$ cat config.mk
export PLATFORM = sky130hd
export DESIGN_NAME = hbpm_top
export DESIGN_NICKNAME = d
export VERILOG_FILES = /design/src/hbpm_pkg.sv /design/src/hbpm_top.sv /design/src/hbpm_strobe_decode.sv
export SDC_FILE = /design/constraint.sdc
export NUM_CORES = 1
export LEC_CHECK = 0
export ABC_AREA = 1
export BUFFER_PORTS_ARGS = -buffer_cell sky130_fd_sc_hd__buf_2
export CORE_MARGIN = 1
export CORE_UTILIZATION = 39
export DETAILED_ROUTE_END_ITERATION = 8
export PLACE_DENSITY = 0.86
export SLEW_MARGIN = 5
export SYNTH_ARGS = -nofsm -noshare
export SYNTH_HDL_FRONTEND = slang
export SYNTH_SLANG_ARGS = --single-unit
$ cat constraint.sdc
create_clock -name clk_i -period 1 [get_ports clk_i]
set_clock_uncertainty 0.2 [all_clocks]
set_input_delay 0.15 -clock clk_i [delete_from_list [all_inputs] [get_ports clk_i]]
set_output_delay 0.15 -clock clk_i [all_outputs]
set_load 0.01 [all_outputs]
$ cat src/hbpm_pkg.sv
// constants and types shared by the host bus pin mapper
package hbpm_pkg;

  localparam int unsigned DATA_W     = 16;
  localparam int unsigned LANE_W     = 8;
  localparam int unsigned MODE_W     = 4;

  // clock figures
  localparam int unsigned CLK_HZ     = 40_000_000;
  localparam int unsigned CLK_PER_NS = 25;
  localparam int unsigned HALVE_DIV  = 2;

  // selectable host bus types
  typedef enum logic [3:0] {
    MODE_BYTE_WE     = 4'h0,  // per-byte write strobes
    MODE_STROBE_PAIR = 4'h1,  // upper/lower data strobes
    MODE_SINGLE_DS   = 4'h2,  // single data strobe, size separate
    MODE_GENERIC     = 4'h3,  // generic bus
    MODE_BYTE_HIGH   = 4'h4,  // isa style byte-high enable
    MODE_COMP_A      = 4'h5,  // companion-chip bus, first variant
    MODE_COMP_B      = 4'h6,  // companion-chip bus, second variant
    MODE_BE_NUM      = 4'h7,  // big-endian-numbered bus
    MODE_CARD        = 4'h8   // pc card bus
  } hbpm_mode_t;

  // reset values of the pins this block can drive
  localparam logic [15:0] DATA_RST    = 16'h0000;
  localparam logic        BI_N_RST    = 1'h1;

endpackage : hbpm_pkg

$ cat src/hbpm_top.sv
// host bus pin mapper: data lane mapping, strobe roles, select gating, bus clock tick
`timescale 1ns/10ps

// Operation
// The 16-bit two-way data bus is shared by every bus mode and host lanes map onto it per mode.
// In the companion-chip modes the host wires its bits 23..16 to the upper byte and 31..24 to the lower byte.
// In the single-strobe mode a 32-bit host wires its upper half-word and a 16-bit host its lower one.
// In the big-endian-numbered mode host bit 0 lands on the most significant device data bit.
// In per-byte-write and generic modes the upper-byte strobe is the active-low upper write enable.
// In the strobe-pair mode the upper-byte strobe is the active-low upper data strobe for lane 15..8.
// In the single-strobe mode the upper-byte strobe is the one active-low data strobe, size given apart.
// In the isa-style mode the upper-byte strobe is the active-low byte-high enable.
// In the companion-chip modes the upper-byte strobe is the active-low odd-byte enable.
// In the big-endian-numbered mode the upper-byte strobe pin is driven as an active-low burst inhibit.
// In the pc card mode the upper-byte strobe is the active-low card enable two for the high byte.
// Space select high picks the display buffer and low the registers, tied high in companion modes.
// Cycles are accepted only under active-low chip select, except in companion modes where it is tied.
// Interface timing follows the bus clock, optionally a doubled clock halved inside.
// In pc card mode the bus clock is fed from the device's own input clock source.
// Data bus and burst inhibit float during reset and data is driven only on reads that select the device.
module hbpm_top #(
  parameter int unsigned DATA_W = hbpm_pkg::DATA_W  // data bus width
) (
  input  wire logic              clk_i,                  // 40 MHz core clock
  input  wire logic              srst_i,                 // synchronous reset, active high
  input  wire logic [3:0]        bus_mode_i,             // selected host bus type
  input  wire logic              clock_halving_strap_i,  // bus clock is doubled, halve it
  input  wire logic              host_bus_clock_i,       // host bus clock pin, sampled
  input  wire logic [DATA_W-1:0] host_data_lines_i,      // data pins, input side
  output logic      [DATA_W-1:0] host_data_lines_o,      // data pins, output side
  output logic                   host_data_lines_oe_o,   // data pins driven
  input  wire logic              upper_byte_strobe_n_i,  // strobe pin, input side
  output logic                   upper_byte_strobe_n_o,  // strobe pin, burst inhibit out
  output logic                   upper_byte_strobe_oe_o, // strobe pin driven
  input  wire logic              space_select_i,         // high buffer, low registers
  input  wire logic              chip_select_n_i,        // chip select, active low
  input  wire logic              host_read_i,            // current cycle is a read
  input  wire logic              burst_inhibit_i,        // core asks to inhibit bursts
  input  wire logic [DATA_W-1:0] core_rdata_i,           // read data from core
  output logic                   bus_tick_o,             // one pulse per bus clock period
  output logic                   cycle_sel_o,            // device selected this cycle
  output logic                   space_buffer_o,         // access targets display buffer
  output logic                   upper_lane_o,           // upper byte takes part
  output logic                   upper_we_o,             // upper byte write enable
  output logic                   data_strobe_o,          // single data strobe active
  output logic      [DATA_W-1:0] core_wdata_o            // write data in device lane order
);

  generate
    if (DATA_W != hbpm_pkg::DATA_W) begin : g_bad_width
      $error("hbpm_top: data bus must be 16 bits");
    end
  endgenerate

  localparam int unsigned LW = hbpm_pkg::LANE_W;

  // companion busses wire the host's high bytes crossed over
  function automatic logic [DATA_W-1:0] lane_map(input logic [3:0] mode, input logic [DATA_W-1:0] d);
    logic [DATA_W-1:0] r;
    r = d;
    if (mode == hbpm_pkg::MODE_COMP_A || mode == hbpm_pkg::MODE_COMP_B) begin
      r = {d[LW-1:0], d[DATA_W-1:LW]};
    end
    return r;
  endfunction : lane_map

  function automatic logic is_companion(input logic [3:0] mode);
    return (mode == hbpm_pkg::MODE_COMP_A) || (mode == hbpm_pkg::MODE_COMP_B);
  endfunction : is_companion

  ////////////////////////////////////////////////////////////////////////////
  // bus clock sampling and halving

  logic strap_r;
  logic strap_nxt;
  logic strap_seen_r;
  logic strap_seen_nxt;
  logic bclk_q_r;
  logic bclk_q_nxt;
  logic half_r;
  logic half_nxt;
  logic tick_r;
  logic tick_nxt;

  always_comb begin
    strap_nxt      = strap_r;
    strap_seen_nxt = 1'b1;
    bclk_q_nxt     = host_bus_clock_i;
    half_nxt       = half_r;
    tick_nxt       = 1'b0;
    // strap is caught once, on the first cycle after reset release
    if (!strap_seen_r) begin
      strap_nxt = clock_halving_strap_i;
    end
    // the pin is synchronous to clk_i, so a rising edge is seen by plain compare
    if (host_bus_clock_i && !bclk_q_r) begin
      if (strap_r) begin
        half_nxt = ~half_r;
        tick_nxt = half_r;
      end else begin
        tick_nxt = 1'b1;
      end
    end
  end

  always_ff @(posedge clk_i) begin
    if (srst_i) begin
      strap_r      <= 1'b0;
      strap_seen_r <= 1'b0;
      bclk_q_r     <= 1'b0;
      half_r       <= 1'b0;
      tick_r       <= 1'b0;
    end else begin
      strap_r      <= strap_nxt;
      strap_seen_r <= strap_seen_nxt;
      bclk_q_r     <= bclk_q_nxt;
      half_r       <= half_nxt;
      tick_r       <= tick_nxt;
    end
  end

  ////////////////////////////////////////////////////////////////////////////
  // strobe pin roles

  logic dec_upper_lane;
  logic dec_upper_we;
  logic dec_data_strobe;
  logic dec_pin_out;

  hbpm_strobe_decode u_strobe (
    .mode_i          (bus_mode_i),
    .strobe_n_i      (upper_byte_strobe_n_i),
    .rd_cycle_i      (host_read_i),
    .upper_lane_o    (dec_upper_lane),
    .upper_we_o      (dec_upper_we),
    .data_strobe_o   (dec_data_strobe),
    .pin_is_output_o (dec_pin_out)
  );

  ////////////////////////////////////////////////////////////////////////////
  // cycle qualification and data path

  logic              sel_r;
  logic              sel_nxt;
  logic              space_r;
  logic              space_nxt;
  logic              lane_r;
  logic              lane_nxt;
  logic              we_r;
  logic              we_nxt;
  logic              ds_r;
  logic              ds_nxt;
  logic [DATA_W-1:0] wdata_r;
  logic [DATA_W-1:0] wdata_nxt;
  logic [DATA_W-1:0] dout_r;
  logic [DATA_W-1:0] dout_nxt;
  logic              doe_r;
  logic              doe_nxt;
  logic              bi_n_r;
  logic              bi_n_nxt;
  logic              bi_oe_r;
  logic              bi_oe_nxt;

  always_comb begin
    // companion busses have chip select and space select strapped high
    sel_nxt   = is_companion(bus_mode_i) ? 1'b1 : ~chip_select_n_i;
    space_nxt = is_companion(bus_mode_i) ? 1'b1 : space_select_i;
    lane_nxt  = sel_nxt & dec_upper_lane;
    we_nxt    = sel_nxt & dec_upper_we;
    ds_nxt    = sel_nxt & dec_data_strobe;
    // big-endian numbering only renames bits: host D0 already sits on bit 15
    wdata_nxt = lane_map(bus_mode_i, host_data_lines_i);
    dout_nxt  = lane_map(bus_mode_i, core_rdata_i);
    doe_nxt   = sel_nxt & host_read_i;
    bi_oe_nxt = dec_pin_out;
    bi_n_nxt  = ~burst_inhibit_i;
  end

  always_ff @(posedge clk_i) begin
    if (srst_i) begin
      sel_r   <= 1'b0;
      space_r <= 1'b0;
      lane_r  <= 1'b0;
      we_r    <= 1'b0;
      ds_r    <= 1'b0;
      wdata_r <= hbpm_pkg::DATA_RST;
      dout_r  <= hbpm_pkg::DATA_RST;
      doe_r   <= 1'b0;
      bi_n_r  <= hbpm_pkg::BI_N_RST;
      bi_oe_r <= 1'b0;
    end else begin
      sel_r   <= sel_nxt;
      space_r <= space_nxt;
      lane_r  <= lane_nxt;
      we_r    <= we_nxt;
      ds_r    <= ds_nxt;
      wdata_r <= wdata_nxt;
      dout_r  <= dout_nxt;
      doe_r   <= doe_nxt;
      bi_n_r  <= bi_n_nxt;
      bi_oe_r <= bi_oe_nxt;
    end
  end

  assign host_data_lines_o      = dout_r;
  assign host_data_lines_oe_o   = doe_r;
  assign upper_byte_strobe_n_o  = bi_n_r;
  assign upper_byte_strobe_oe_o = bi_oe_r;
  assign bus_tick_o             = tick_r;
  assign cycle_sel_o            = sel_r;
  assign space_buffer_o         = space_r;
  assign upper_lane_o           = lane_r;
  assign upper_we_o             = we_r;
  assign data_strobe_o          = ds_r;
  assign core_wdata_o           = wdata_r;

endmodule : hbpm_top

$ cat src/hbpm_strobe_decode.sv
// decodes the multi-purpose upper-byte strobe pin per bus mode
`timescale 1ns/10ps
module hbpm_strobe_decode (
  input  wire logic [3:0] mode_i,           // selected bus mode
  input  wire logic       strobe_n_i,       // sampled upper-byte strobe pin
  input  wire logic       rd_cycle_i,       // cycle is a host read
  output logic            upper_lane_o,     // upper byte takes part
  output logic            upper_we_o,       // upper byte write enable
  output logic            data_strobe_o,    // whole-transfer strobe
  output logic            pin_is_output_o   // pin turns around to output
);

  always_comb begin
    upper_lane_o    = 1'b0;
    upper_we_o      = 1'b0;
    data_strobe_o   = 1'b0;
    pin_is_output_o = 1'b0;
    case (mode_i)
      hbpm_pkg::MODE_BYTE_WE,
      hbpm_pkg::MODE_GENERIC: begin
        upper_we_o   = ~strobe_n_i;
        upper_lane_o = ~strobe_n_i;
      end
      hbpm_pkg::MODE_STROBE_PAIR: begin
        upper_lane_o = ~strobe_n_i;
        upper_we_o   = ~strobe_n_i & ~rd_cycle_i;
      end
      hbpm_pkg::MODE_SINGLE_DS: begin
        // lane choice comes from this pin, the size inputs are not decoded here
        data_strobe_o = ~strobe_n_i;
        upper_lane_o  = ~strobe_n_i;
        upper_we_o    = ~strobe_n_i & ~rd_cycle_i;
      end
      hbpm_pkg::MODE_BYTE_HIGH: begin
        upper_lane_o = ~strobe_n_i;
        upper_we_o   = ~strobe_n_i & ~rd_cycle_i;
      end
      hbpm_pkg::MODE_COMP_A,
      hbpm_pkg::MODE_COMP_B: begin
        upper_lane_o = ~strobe_n_i;
        upper_we_o   = ~strobe_n_i & ~rd_cycle_i;
      end
      hbpm_pkg::MODE_BE_NUM: begin
        pin_is_output_o = 1'b1;
      end
      hbpm_pkg::MODE_CARD: begin
        upper_lane_o = ~strobe_n_i;
        upper_we_o   = ~strobe_n_i & ~rd_cycle_i;
      end
      default: begin
        upper_lane_o = 1'b0;
      end
    endcase
  end

endmodule : hbpm_strobe_decode

# Word-level counts from Yosys, hierarchy flattened
# Cells that the tools add are included.
# totals
register_bits,45
input_bits,45
out_inout_bits,41
elab_cells,53
# classes
n_eq_ne,8
muxes,10
n_bitwise,11
reduce_logical,9
# op_table
operator,count
two-way mux 16 bit,2
== test 4 x 3 -> 1 bit (second input constant),4
== test 4 x 2 -> 1 bit (second input constant),2
OR reduction 8 bit,1
two-way mux 1 bit,7
NOT 1 bit,6
OR reduction 6 bit,1
AND 1 bit,5
== test 4 x 1 -> 1 bit (second input constant),1
== test 4 bit (second input constant),1
logical NOT 4 bit,1
OR reduction 2 bit,2
case mux 1 bit (2 select lines),1
AND reduction 2 bit,1
logical AND 1 bit,1
logical NOT 1 bit,1
logical OR 1 bit,1

# Longest topological paths before layout
# Gate-level depths: netlist of the first run.
# logic_depth
depth_word,4
mapped_depth,8
depth_no_buf,8

# Cells and area by module
# From an unflattened synthesis of the first run, not the netlist that was laid out.
# hier_totals
cells_unflattened,272
area_unflattened_um2,1803.0
# by_module_without_submodules
mod,instances,cells_per_inst,area_per_inst_um2,seq_area_each_um2
hbpm_top,1,250,1709.1,900.9
hbpm_strobe_decode,1,22,93.8,0.0

# Least setup slack after synthesis of the first run
# Ideal clock, no wire load.
# synth_timing
path_kind,input to register
startpoint,in bus_mode_i[2]
endpoint,reg wdata_r[0] (netlist: core_wdata_o[0])
setup_time_ps,116
t_arrival_ps,715
t_required_ps,684
setup_slack_ps,-31
stages,6
path_buffers,1
cell_sequence,inv_1 -> nor2_2 -> nand2_4 -> buf_6 -> o21ai_0 -> nor2_1
# synth_via
elab_chain_cells,3
word_cells_on_any_way,4
cone_classes,eq/ne: 2; mux: 1; reduce/logical: 1
# synth_rtl
item,line_no,source
from (decl),hbpm_top.sv:26,"input wire logic [3:0] bus_mode_i,"
== test 4 x 3 -> 1 bit,hbpm_top.sv:61,if (mode == hbpm_pkg::MODE_COMP_A || mode == hbpm_pkg::MODE_COMP_B) begin
logical OR 1 bit *,hbpm_top.sv:61,
two-way mux 16 bit *,hbpm_top.sv:61,
to (signal assigned),hbpm_top.sv:186,wdata_r <= hbpm_pkg::DATA_RST;
to (signal assigned),hbpm_top.sv:197,wdata_r <= wdata_nxt;
to (decl),hbpm_top.sv:153,logic [DATA_W-1:0] wdata_r;
# Mark *: on every way between the ends. The rest lies on a longest branch, timed or not.
# A chain may end at the register's enable or synchronous reset.

# Final worst setup path of the first run
# layout_timing
startpoint,reg wdata_r[10] (netlist: core_wdata_o[10])
endpoint,out core_wdata_o[10]
# layout_lines
item,line_no,source
to (decl),hbpm_top.sv:46,output logic [DATA_W-1:0] core_wdata_o
# No word-level cell between the ends.

==> summary.txt, run 1 <==
Job
  • Maxcap violations: 0

Global routing
  • Total global routing overflow: 0
  • Initial antenna violation count: 0
  • Wire length of the first global-routing pass: 6.99 mm
  • Maximum number of pins on one net before global-route repair: 33
  • All-Layer GR Usage: 0.213
  • Vias in the first global route: 1,752

Power and ir drop
  • Worst voltage drop across the vdd grid: 0.770 mV
  • Net load switching power: 1.04 mW
  • Share of power burned in registers: 0.445
  • Share of total power in the clock network: 0.371
  • Comb power frac: 0.184
  • Cell leakage power: 1.38 nW
  • Cell-internal power: 3.35 mW
  • Pwr per Cell Area: 1510 mW/mm²
  • Total power consumption of the routed design: 4.39 mW
  • Sw frac: 0.238

Synthesis
  • Netlist area before placement: 0.00161 mm²
  • Mean instance size in the synthesized netlist: 7.96 µm²
  • Number of instances in the synthesized netlist: 202
  • Sequential cell area fraction in the yosys report: 0.560
  • Synth cell types: 18
  • Nets in the synthesized netlist: 247
  • Post-synth top area cell: sky130_fd_sc_hd__dfxtp_1
  • Synth Register Bits: 45
  • Yosys warns: 0
  • Fraction of synthesized cell area taken by the top area cell type: 0.560
  • Area contributors post-synth: sky130_fd_sc_hd__dfxtp_1, sky130_fd_sc_hd__nor2_1, sky130_fd_sc_hd__o21ai_0, sky130_fd_sc_hd__buf_6, sky130_fd_sc_hd__nand2_1

Critical path
  • Crit path capture type: output pin
  • Top cell family by delay on the critical path: flip-flops
  • Critical Path Start Type: flip-flop
  • Path type of the worst setup path: reg2out
  • Worst path cell trace: buf_6
  • Required @ worst endpoint: 650 ps
  • Number of cells traversed by the worst register-to-register path: 5
  • Worst path buffer plus inverter count: 1
  • Slowest stage delay, CP: 340 ps
  • Critical path depth: 1
  • CP max-delay cell: sky130_fd_sc_hd__dfxtp_2
  • Worst Path Max Fanout: 1
  • Crit path DAT: 750 ps

Clock network
  • CTS root buf: sky130_fd_sc_hd__clkbuf_8
  • Total number of H-tree levels: 2
  • Clock sink total: 45
  • Clock Tree Buf Depth: 2
  • Clock buffers created by TritonCTS: 5
  • Clock transition time at the flip-flop clock pins of the worst setup and hold paths: 90 ps
  • Source-to-sink clock delay at the later pin of the worst-skew pair: 300 ps
  • CTS tree: done

Timing
  • Worst setup slack after layout: -102 ps
  • Final worst-path cycle share: 1.10
  • Minimum clock period: 1100 ps
  • Count of endpoints failing setup in the final report: 50
  • Post-route worst hold slack: -113 ps
  • Slew Limit Fails: 0
  • Setup repair after global routing missed its margin: true
  • Maximum operating frequency: 0.907 GHz
  • Worst Tran Pin Value: 303 ps
  • Worst rel slew slack: 0.796
  • Hold violation count in the final report: 15

Layout
  • Most common cell after layout, fill and taps aside: sky130_fd_sc_hd__nor2_1
  • Fill count: 247
  • Inserted Diodes: 0
  • Synth-to-Final Area Change: 81.0%
  • Net count of the finished layout: 367
  • Total area of multi-input combinational cells: 673 µm²
  • Top library cells by usage in the layout, fill and taps aside: sky130_fd_sc_hd__nor2_1, sky130_fd_sc_hd__buf_2, sky130_fd_sc_hd__dlygate4sd3_1
  • Flip-flop and latch area: 926 µm²
  • Fraction of final layout cells with drive strength greater than 1: 0.461

Status
  • Outcome: finished with violations
  • Failing checks: hold timing, setup timing

Detailed routing
  • WL per Instance: 14.1 µm
  • Iteration-0 DRC Markers: 105
  • Vias after detailed routing: 1,792
  • Number of nets with antenna violations after detailed routing: 0
  • Routed WL: 5.24 mm
  • Residual DRC count: 0
  • First-pass iteration count of the detailed router: 4
  • Routed via count divided by cell count: 4.83

Hold path
  • Worst Hold Path Cells: 3
  • Path type of the worst min-delay path: in2reg

Floorplan
  • Die Y: 66.2 µm
  • Die outline area: 0.00438 mm²
  • Number of ports placed on the die boundary: 86
  • Core ar.: 0.00380 mm²
  • Standard-cell row count: 22
  • Chip width: 66.2 µm
  • Starting Density: 0.423

Placement
  • Quantity of I/O buffers inserted on ports: 85
  • DP HPWL: 2.79 mm
  • Placer's final routability congestion estimate: 0.834
==> per-layer routing <==
layer  vias up  share of wire  wire length, µm  GRT usage
met5         -              0                0          0
met4         0          0.059              311      0.178
met3        27          0.045              238     0.0466
met2        75           0.53             2790      0.398
met1       816           0.36             1900      0.193
li1        874              -                -          -
==> worst reg2reg max path, stage by stage (launching register included) <==
cell and delay (ps):
sky130_fd_sc_hd__dfxtp_2 330, sky130_fd_sc_hd__inv_2 40, sky130_fd_sc_hd__nor2_1 80, sky130_fd_sc_hd__nand2_1 60, sky130_fd_sc_hd__xor2_1 140, sky130_fd_sc_hd__nor2_1 60
==> Yosys cell counts <==
cell type / count
sky130_fd_sc_hd__nand2_2: 1
sky130_fd_sc_hd__a21oi_1: 2
sky130_fd_sc_hd__o21ai_1: 4
sky130_fd_sc_hd__inv_1: 10
sky130_fd_sc_hd__nand3_1: 3
sky130_fd_sc_hd__nor4_1: 1
sky130_fd_sc_hd__nand2_1: 14
sky130_fd_sc_hd__buf_6: 6
sky130_fd_sc_hd__o21ai_0: 30
sky130_fd_sc_hd__inv_4: 1
sky130_fd_sc_hd__dfxtp_1: 45
sky130_fd_sc_hd__clkinv_1: 1
sky130_fd_sc_hd__buf_2: 1
sky130_fd_sc_hd__nand2_4: 1
sky130_fd_sc_hd__xor2_1: 1
sky130_fd_sc_hd__nor2_2: 1
sky130_fd_sc_hd__nor2_1: 78
sky130_fd_sc_hd__clkbuf_1: 2
==> what timing repair did <==
action / in CTS / in global routing
resized for setup: 6 / 65
setup endpoints to repair: 42 / 73
buffers inserted: 0 / 0
endpoints found under the hold margin: 44 / 15
pin swaps: 0 / 18
hold buffers: 35 / 1
gates cloned: 0 / 5
==> final cells by class <==
class / instances / share of cell area
Inverter: 12 / 0.0206
Sequential cell: 45 / 0.318
Clock inverter: 3 / 0.0236
Multi-Input combinational cell: 136 / 0.231
Tap cell: 48 / 0.0206
Timing Repair Buffer: 122 / 0.362
Clock buffer: 5 / 0.0236
==> power groups by stage <==
| stage | Combinational, mW | Clock [mW] | Sequential, mW |
|---|---|---|---|
| 6_report | 0.807 | 1.63 | 1.96 |
| 4_1_cts | 0.676 | 1.65 | 1.93 |
| 5_1_grt | 0.877 | 1.73 | 1.96 |
| 2_1_floorplan | 0.227 | 0 | 2.03 |
| 3_5_place_dp | 0.561 | 0 | 1.97 |
| 3_3_place_gp | 0.547 | 0 | 1.97 |
==> path summary, 6_finish.rpt <==
check | end | slack (ps) | start
worst min register to register | bus_tick_o$_SDFF_PP0_ | 220 | bclk_q_r$_SDFF_PP0_
worst max-delay path | core_wdata_o[10] | -100 | core_wdata_o[10]$_SDFF_PP0_
worst min-delay path | bclk_q_r$_SDFF_PP0_ | -110 | host_bus_clock_i
worst max register to register | half_r$_SDFFE_PP0P_ | -10 | strap_r$_SDFFE_PP0N_
==> metrics by stage <==
step | worst slack [ps] | std cells | TNS, ps | cell area, µm² | utilization
CTS | -97.1 | 381 | -3540 | 2670 | 0.702
detailed placement | -272 | 338 | -8980 | 2160 | 0.569
global placement | -233 | 338 | -7490 | 2160 | 0.569
finish | -102 | 371 | -3550 | 2910 | 0.766
global route | -123 | 371 | -4840 | 2910 | 0.766
floorplan | -12.5 | 202 | -80.7 | 1630 | -
==> kinds of logic (layout without fill, tap and decap cells) <==
group	Yosys count	in the layout	share of synthesized area
and+or+nand+nor	99	99	0.243
buffers and inverters	21	142	0.0794
DFF	45	45	0.560
AOI/OAI and AO/OA	36	36	0.112
xor gates and xnor gates	1	1	0.00545
No activity file was read; power rests on OpenSTA's default activity.
==> run 2, diff against run 1 <==
--- a/config.mk
+++ b/config.mk
@@ -8,9 +8,9 @@
 export ABC_AREA = 1
 export BUFFER_PORTS_ARGS = -buffer_cell sky130_fd_sc_hd__buf_2
 export CORE_MARGIN = 1
-export CORE_UTILIZATION = 39
+export CORE_UTILIZATION = 25
 export DETAILED_ROUTE_END_ITERATION = 8
-export PLACE_DENSITY = 0.86
+export PLACE_DENSITY = 0.63
 export SLEW_MARGIN = 5
 export SYNTH_ARGS = -nofsm -noshare
 export SYNTH_HDL_FRONTEND = slang
==> run 2 against run 1 <==
  * The run still ends with hold timing, setup timing left
  * Worst hold slack improved by 4.4 ps
  * Flip-flop and latch count is the same
  * Final area fell by 2.0%
  * First-iteration DRC count down 35%
==> summary.txt, run 2 (synthesis gave the netlist of run 1 again) <==
Critical path
  • Top cell family by delay on the critical path: flip-flops
  • Path type of the worst setup path: reg2out
  • Endpoint of the lowest-slack register-to-register path: half_r$_SDFFE_PP0P_
  • Crit path DAT: 740 ps (about the same)
  • Worst Path Max Fanout: 1 (unchanged)
  • Internal reg-to-reg setup slack: -40 ps (-30 ps)
  • CP max-delay cell: sky130_fd_sc_hd__dfxtp_1
  • Slowest stage delay, CP: 320 ps (-20 ps)
  • Timing startpoint of the critical path: core_wdata_o[2]$_SDFF_PP0_
  • Termination of the worst setup path: core_wdata_o[2]
  • Startpoint of the worst-slack reg-to-reg timing path: strap_r$_SDFFE_PP0N_
  • Number of cells traversed by the worst register-to-register path: 5 (unchanged)
  • Worst path cell trace: buf_2
  • Required @ worst endpoint: 650 ps (about the same)
  • Crit path capture type: output pin
  • Critical Path Start Type: flip-flop
  • Worst path buffer plus inverter count: 1 (unchanged)
  • Critical path depth: 1 (unchanged)

Layout
  • Top library cells by usage in the layout, fill and taps aside: sky130_fd_sc_hd__nor2_1, sky130_fd_sc_hd__buf_2, sky130_fd_sc_hd__dlygate4sd3_1
  • Total area of multi-input combinational cells: 687 µm² (+2.0%)
  • Finished Core Util: 0.470 (-0.296)
  • Flip-flop and latch area: 925 µm² (-0.14%)
  • Fill count: 575 (+130%)
  • Net count of the finished layout: 364 (-0.82%)
  • Synth-to-Final Area Change: 77.4%
  • Inserted Diodes: 0 (unchanged)
  • Fraction of final layout cells with drive strength greater than 1: 0.463 (+0.00120)
  • Most common cell after layout, fill and taps aside: sky130_fd_sc_hd__nor2_1
  • Layout Cells excl Fill: 395 (+6.5%)
  • Summed area of non-filler cells in the final layout: 0.00285 mm² (-2.0%)

Global routing
  • Maximum number of pins on one net before global-route repair: 33 (unchanged)
  • All-Layer GR Usage: 0.129 (-0.0846)
  • Wire length of the first global-routing pass: 6.60 mm (-5.5%)
  • Total global routing overflow: 0 (unchanged)
  • Initial antenna violation count: 0 (unchanged)
  • Vias in the first global route: 1,567 (-11%)

Floorplan
  • Core ar.: 0.00606 mm² (+60%)
  • Chip width: 82.2 µm (+24%)
  • Die outline area: 0.00676 mm² (+54%)
  • Starting Density: 0.265 (-0.158)
  • Die Y: 82.2 µm (+24%)
  • Standard-cell row count: 28 (+27%)
  • Number of ports placed on the die boundary: 86 (unchanged)

Detailed routing
  • Residual DRC count: 0 (unchanged)
  • First-pass iteration count of the detailed router: 4 (unchanged)
  • Iteration-0 DRC Markers: 68 (-35%)
  • Number of nets with antenna violations after detailed routing: 0 (unchanged)
  • Routed via count divided by cell count: 4.28 (-11%)
  • Routed WL: 4.68 mm (-11%)
  • WL per Instance: 11.9 µm (-16%)
  • Vias after detailed routing: 1,691 (-5.6%)

Timing
  • Hold violation count in the final report: 13 (-2)
  • Minimum clock period: 1090 ps (-17.0 ps)
  • Worst rel slew slack: 0.847 (+0.0508)
  • Setup repair after global routing missed its margin: true
  • Maximum operating frequency: 0.921 GHz (+1.6%)
  • Worst Tran Pin Value: 227 ps (-75.5 ps)
  • Count of endpoints failing setup in the final report: 45 (-10%)
  • Post-route worst hold slack: -108 ps (+4.39 ps)
  • Slew Limit Fails: 0 (unchanged)
  • Final worst-path cycle share: 1.09 (-0.0170)
  • Worst setup slack after layout: -85.2 ps (+17.0 ps)

Power and ir drop
  • Pwr per Cell Area: 1340 mW/mm² (-11%)
  • Total power consumption of the routed design: 3.82 mW (-13%)
  • Cell leakage power: 1.33 nW (-3.9%)
  • Worst voltage drop across the vdd grid: 0.550 mV (-29%)

Placement
  • Placer's final routability congestion estimate: 0.772 (-7.5%)
  • DP HPWL: 2.86 mm (+2.7%)
  • Area of placed instances: 0.00222 mm² (+2.7%)
  • Placed cells: 365 (+8.0%)
  • Quantity of I/O buffers inserted on ports: 85 (unchanged)

Hold path
  • Path type of the worst min-delay path: in2reg

Clock network
  • Clock sink total: 45 (unchanged)
  • CTS root buf: sky130_fd_sc_hd__clkbuf_8
  • Clock Tree Buf Depth: 2 (unchanged)
  • CTS tree: done
  • Clock buffers created by TritonCTS: 5 (unchanged)
  • Source-to-sink clock delay at the later pin of the worst-skew pair: 290 ps (about the same)
  • Total number of H-tree levels: 2 (unchanged)
  • Clock transition time at the flip-flop clock pins of the worst setup and hold paths: 80 ps (about the same)

Status
  • Outcome: finished with violations
  • Failing checks: hold timing, setup timing

Job
  • Maxcap violations: 0 (unchanged)
-- run 2: area by class of cell --
cell class	instances	share of cell area
flip-flops and latches	45	0.324
well taps	75	0.0329
repair buffers	119	0.354
inverters	12	0.0202
multi-input cells	136	0.241
clock buffers	8	0.0281
-- run 2: through the flow --
step / hold slack, ps / setup WS (ps) / setup TNS [ps]
finish: -108 / -85.2 / -3090
global route: -109 / -128 / -4530
CTS: -112 / -97.3 / -3420
detailed placement: 141 / -280 / -8720
global placement: 114 / -250 / -7910
floorplan: 19.5 / -12.5 / -80.7
-- run 2: what timing repair did --
action	CTS	global route
pin swaps	0	23
hold buffers	35	3
gates cloned	0	2
endpoints found under the setup margin	41	73
gates resized for setup	4	72
setup buffers	0	1
endpoints found under the hold margin	44	17
-- run 2: layer usage --
metal  part of all wire  routed length (µm)  up-vias  GRT usage
li1                   -                   -      871          -
met1               0.40                1850      758      0.142
met2               0.54                2510       54      0.230
met3              0.050                 233        8     0.0352
met4              0.020                  92        0     0.0561
met5                  0                   0        -          0
-- run 2: report_power, final --
part / switching (mW) / internal, mW
clock network: 0.592 / 0.498
logic: 0.362 / 0.416
registers: 0.0383 / 1.91
total: 0.992 / 2.83
-- run 2: how the worst min path moves through the flow --
| stage | end | from | slack [ps] | cells after the start |
|---|---|---|---|---|
| finish | bclk_q_r$_SDFF_PP0_ | host_bus_clock_i | -110 | 3 |
| global route | bclk_q_r$_SDFF_PP0_ | host_bus_clock_i | -110 | 3 |
| CTS | bclk_q_r$_SDFF_PP0_ | host_bus_clock_i | -110 | 3 |
| detailed placement | upper_byte_strobe_n_o$_SDFF_PP1_ | burst_inhibit_i | 140 | 2 |
| global placement | upper_byte_strobe_n_o$_SDFF_PP1_ | burst_inhibit_i | 110 | 2 |
| floorplan | upper_byte_strobe_n_o$_SDFF_PP1_ | burst_inhibit_i | 20 | 1 |
-- run 2: tightest hold or removal path, stage by stage --
cell and delay, ps:
sky130_fd_sc_hd__buf_2 100, sky130_fd_sc_hd__inv_1 50, sky130_fd_sc_hd__nor2_1 40
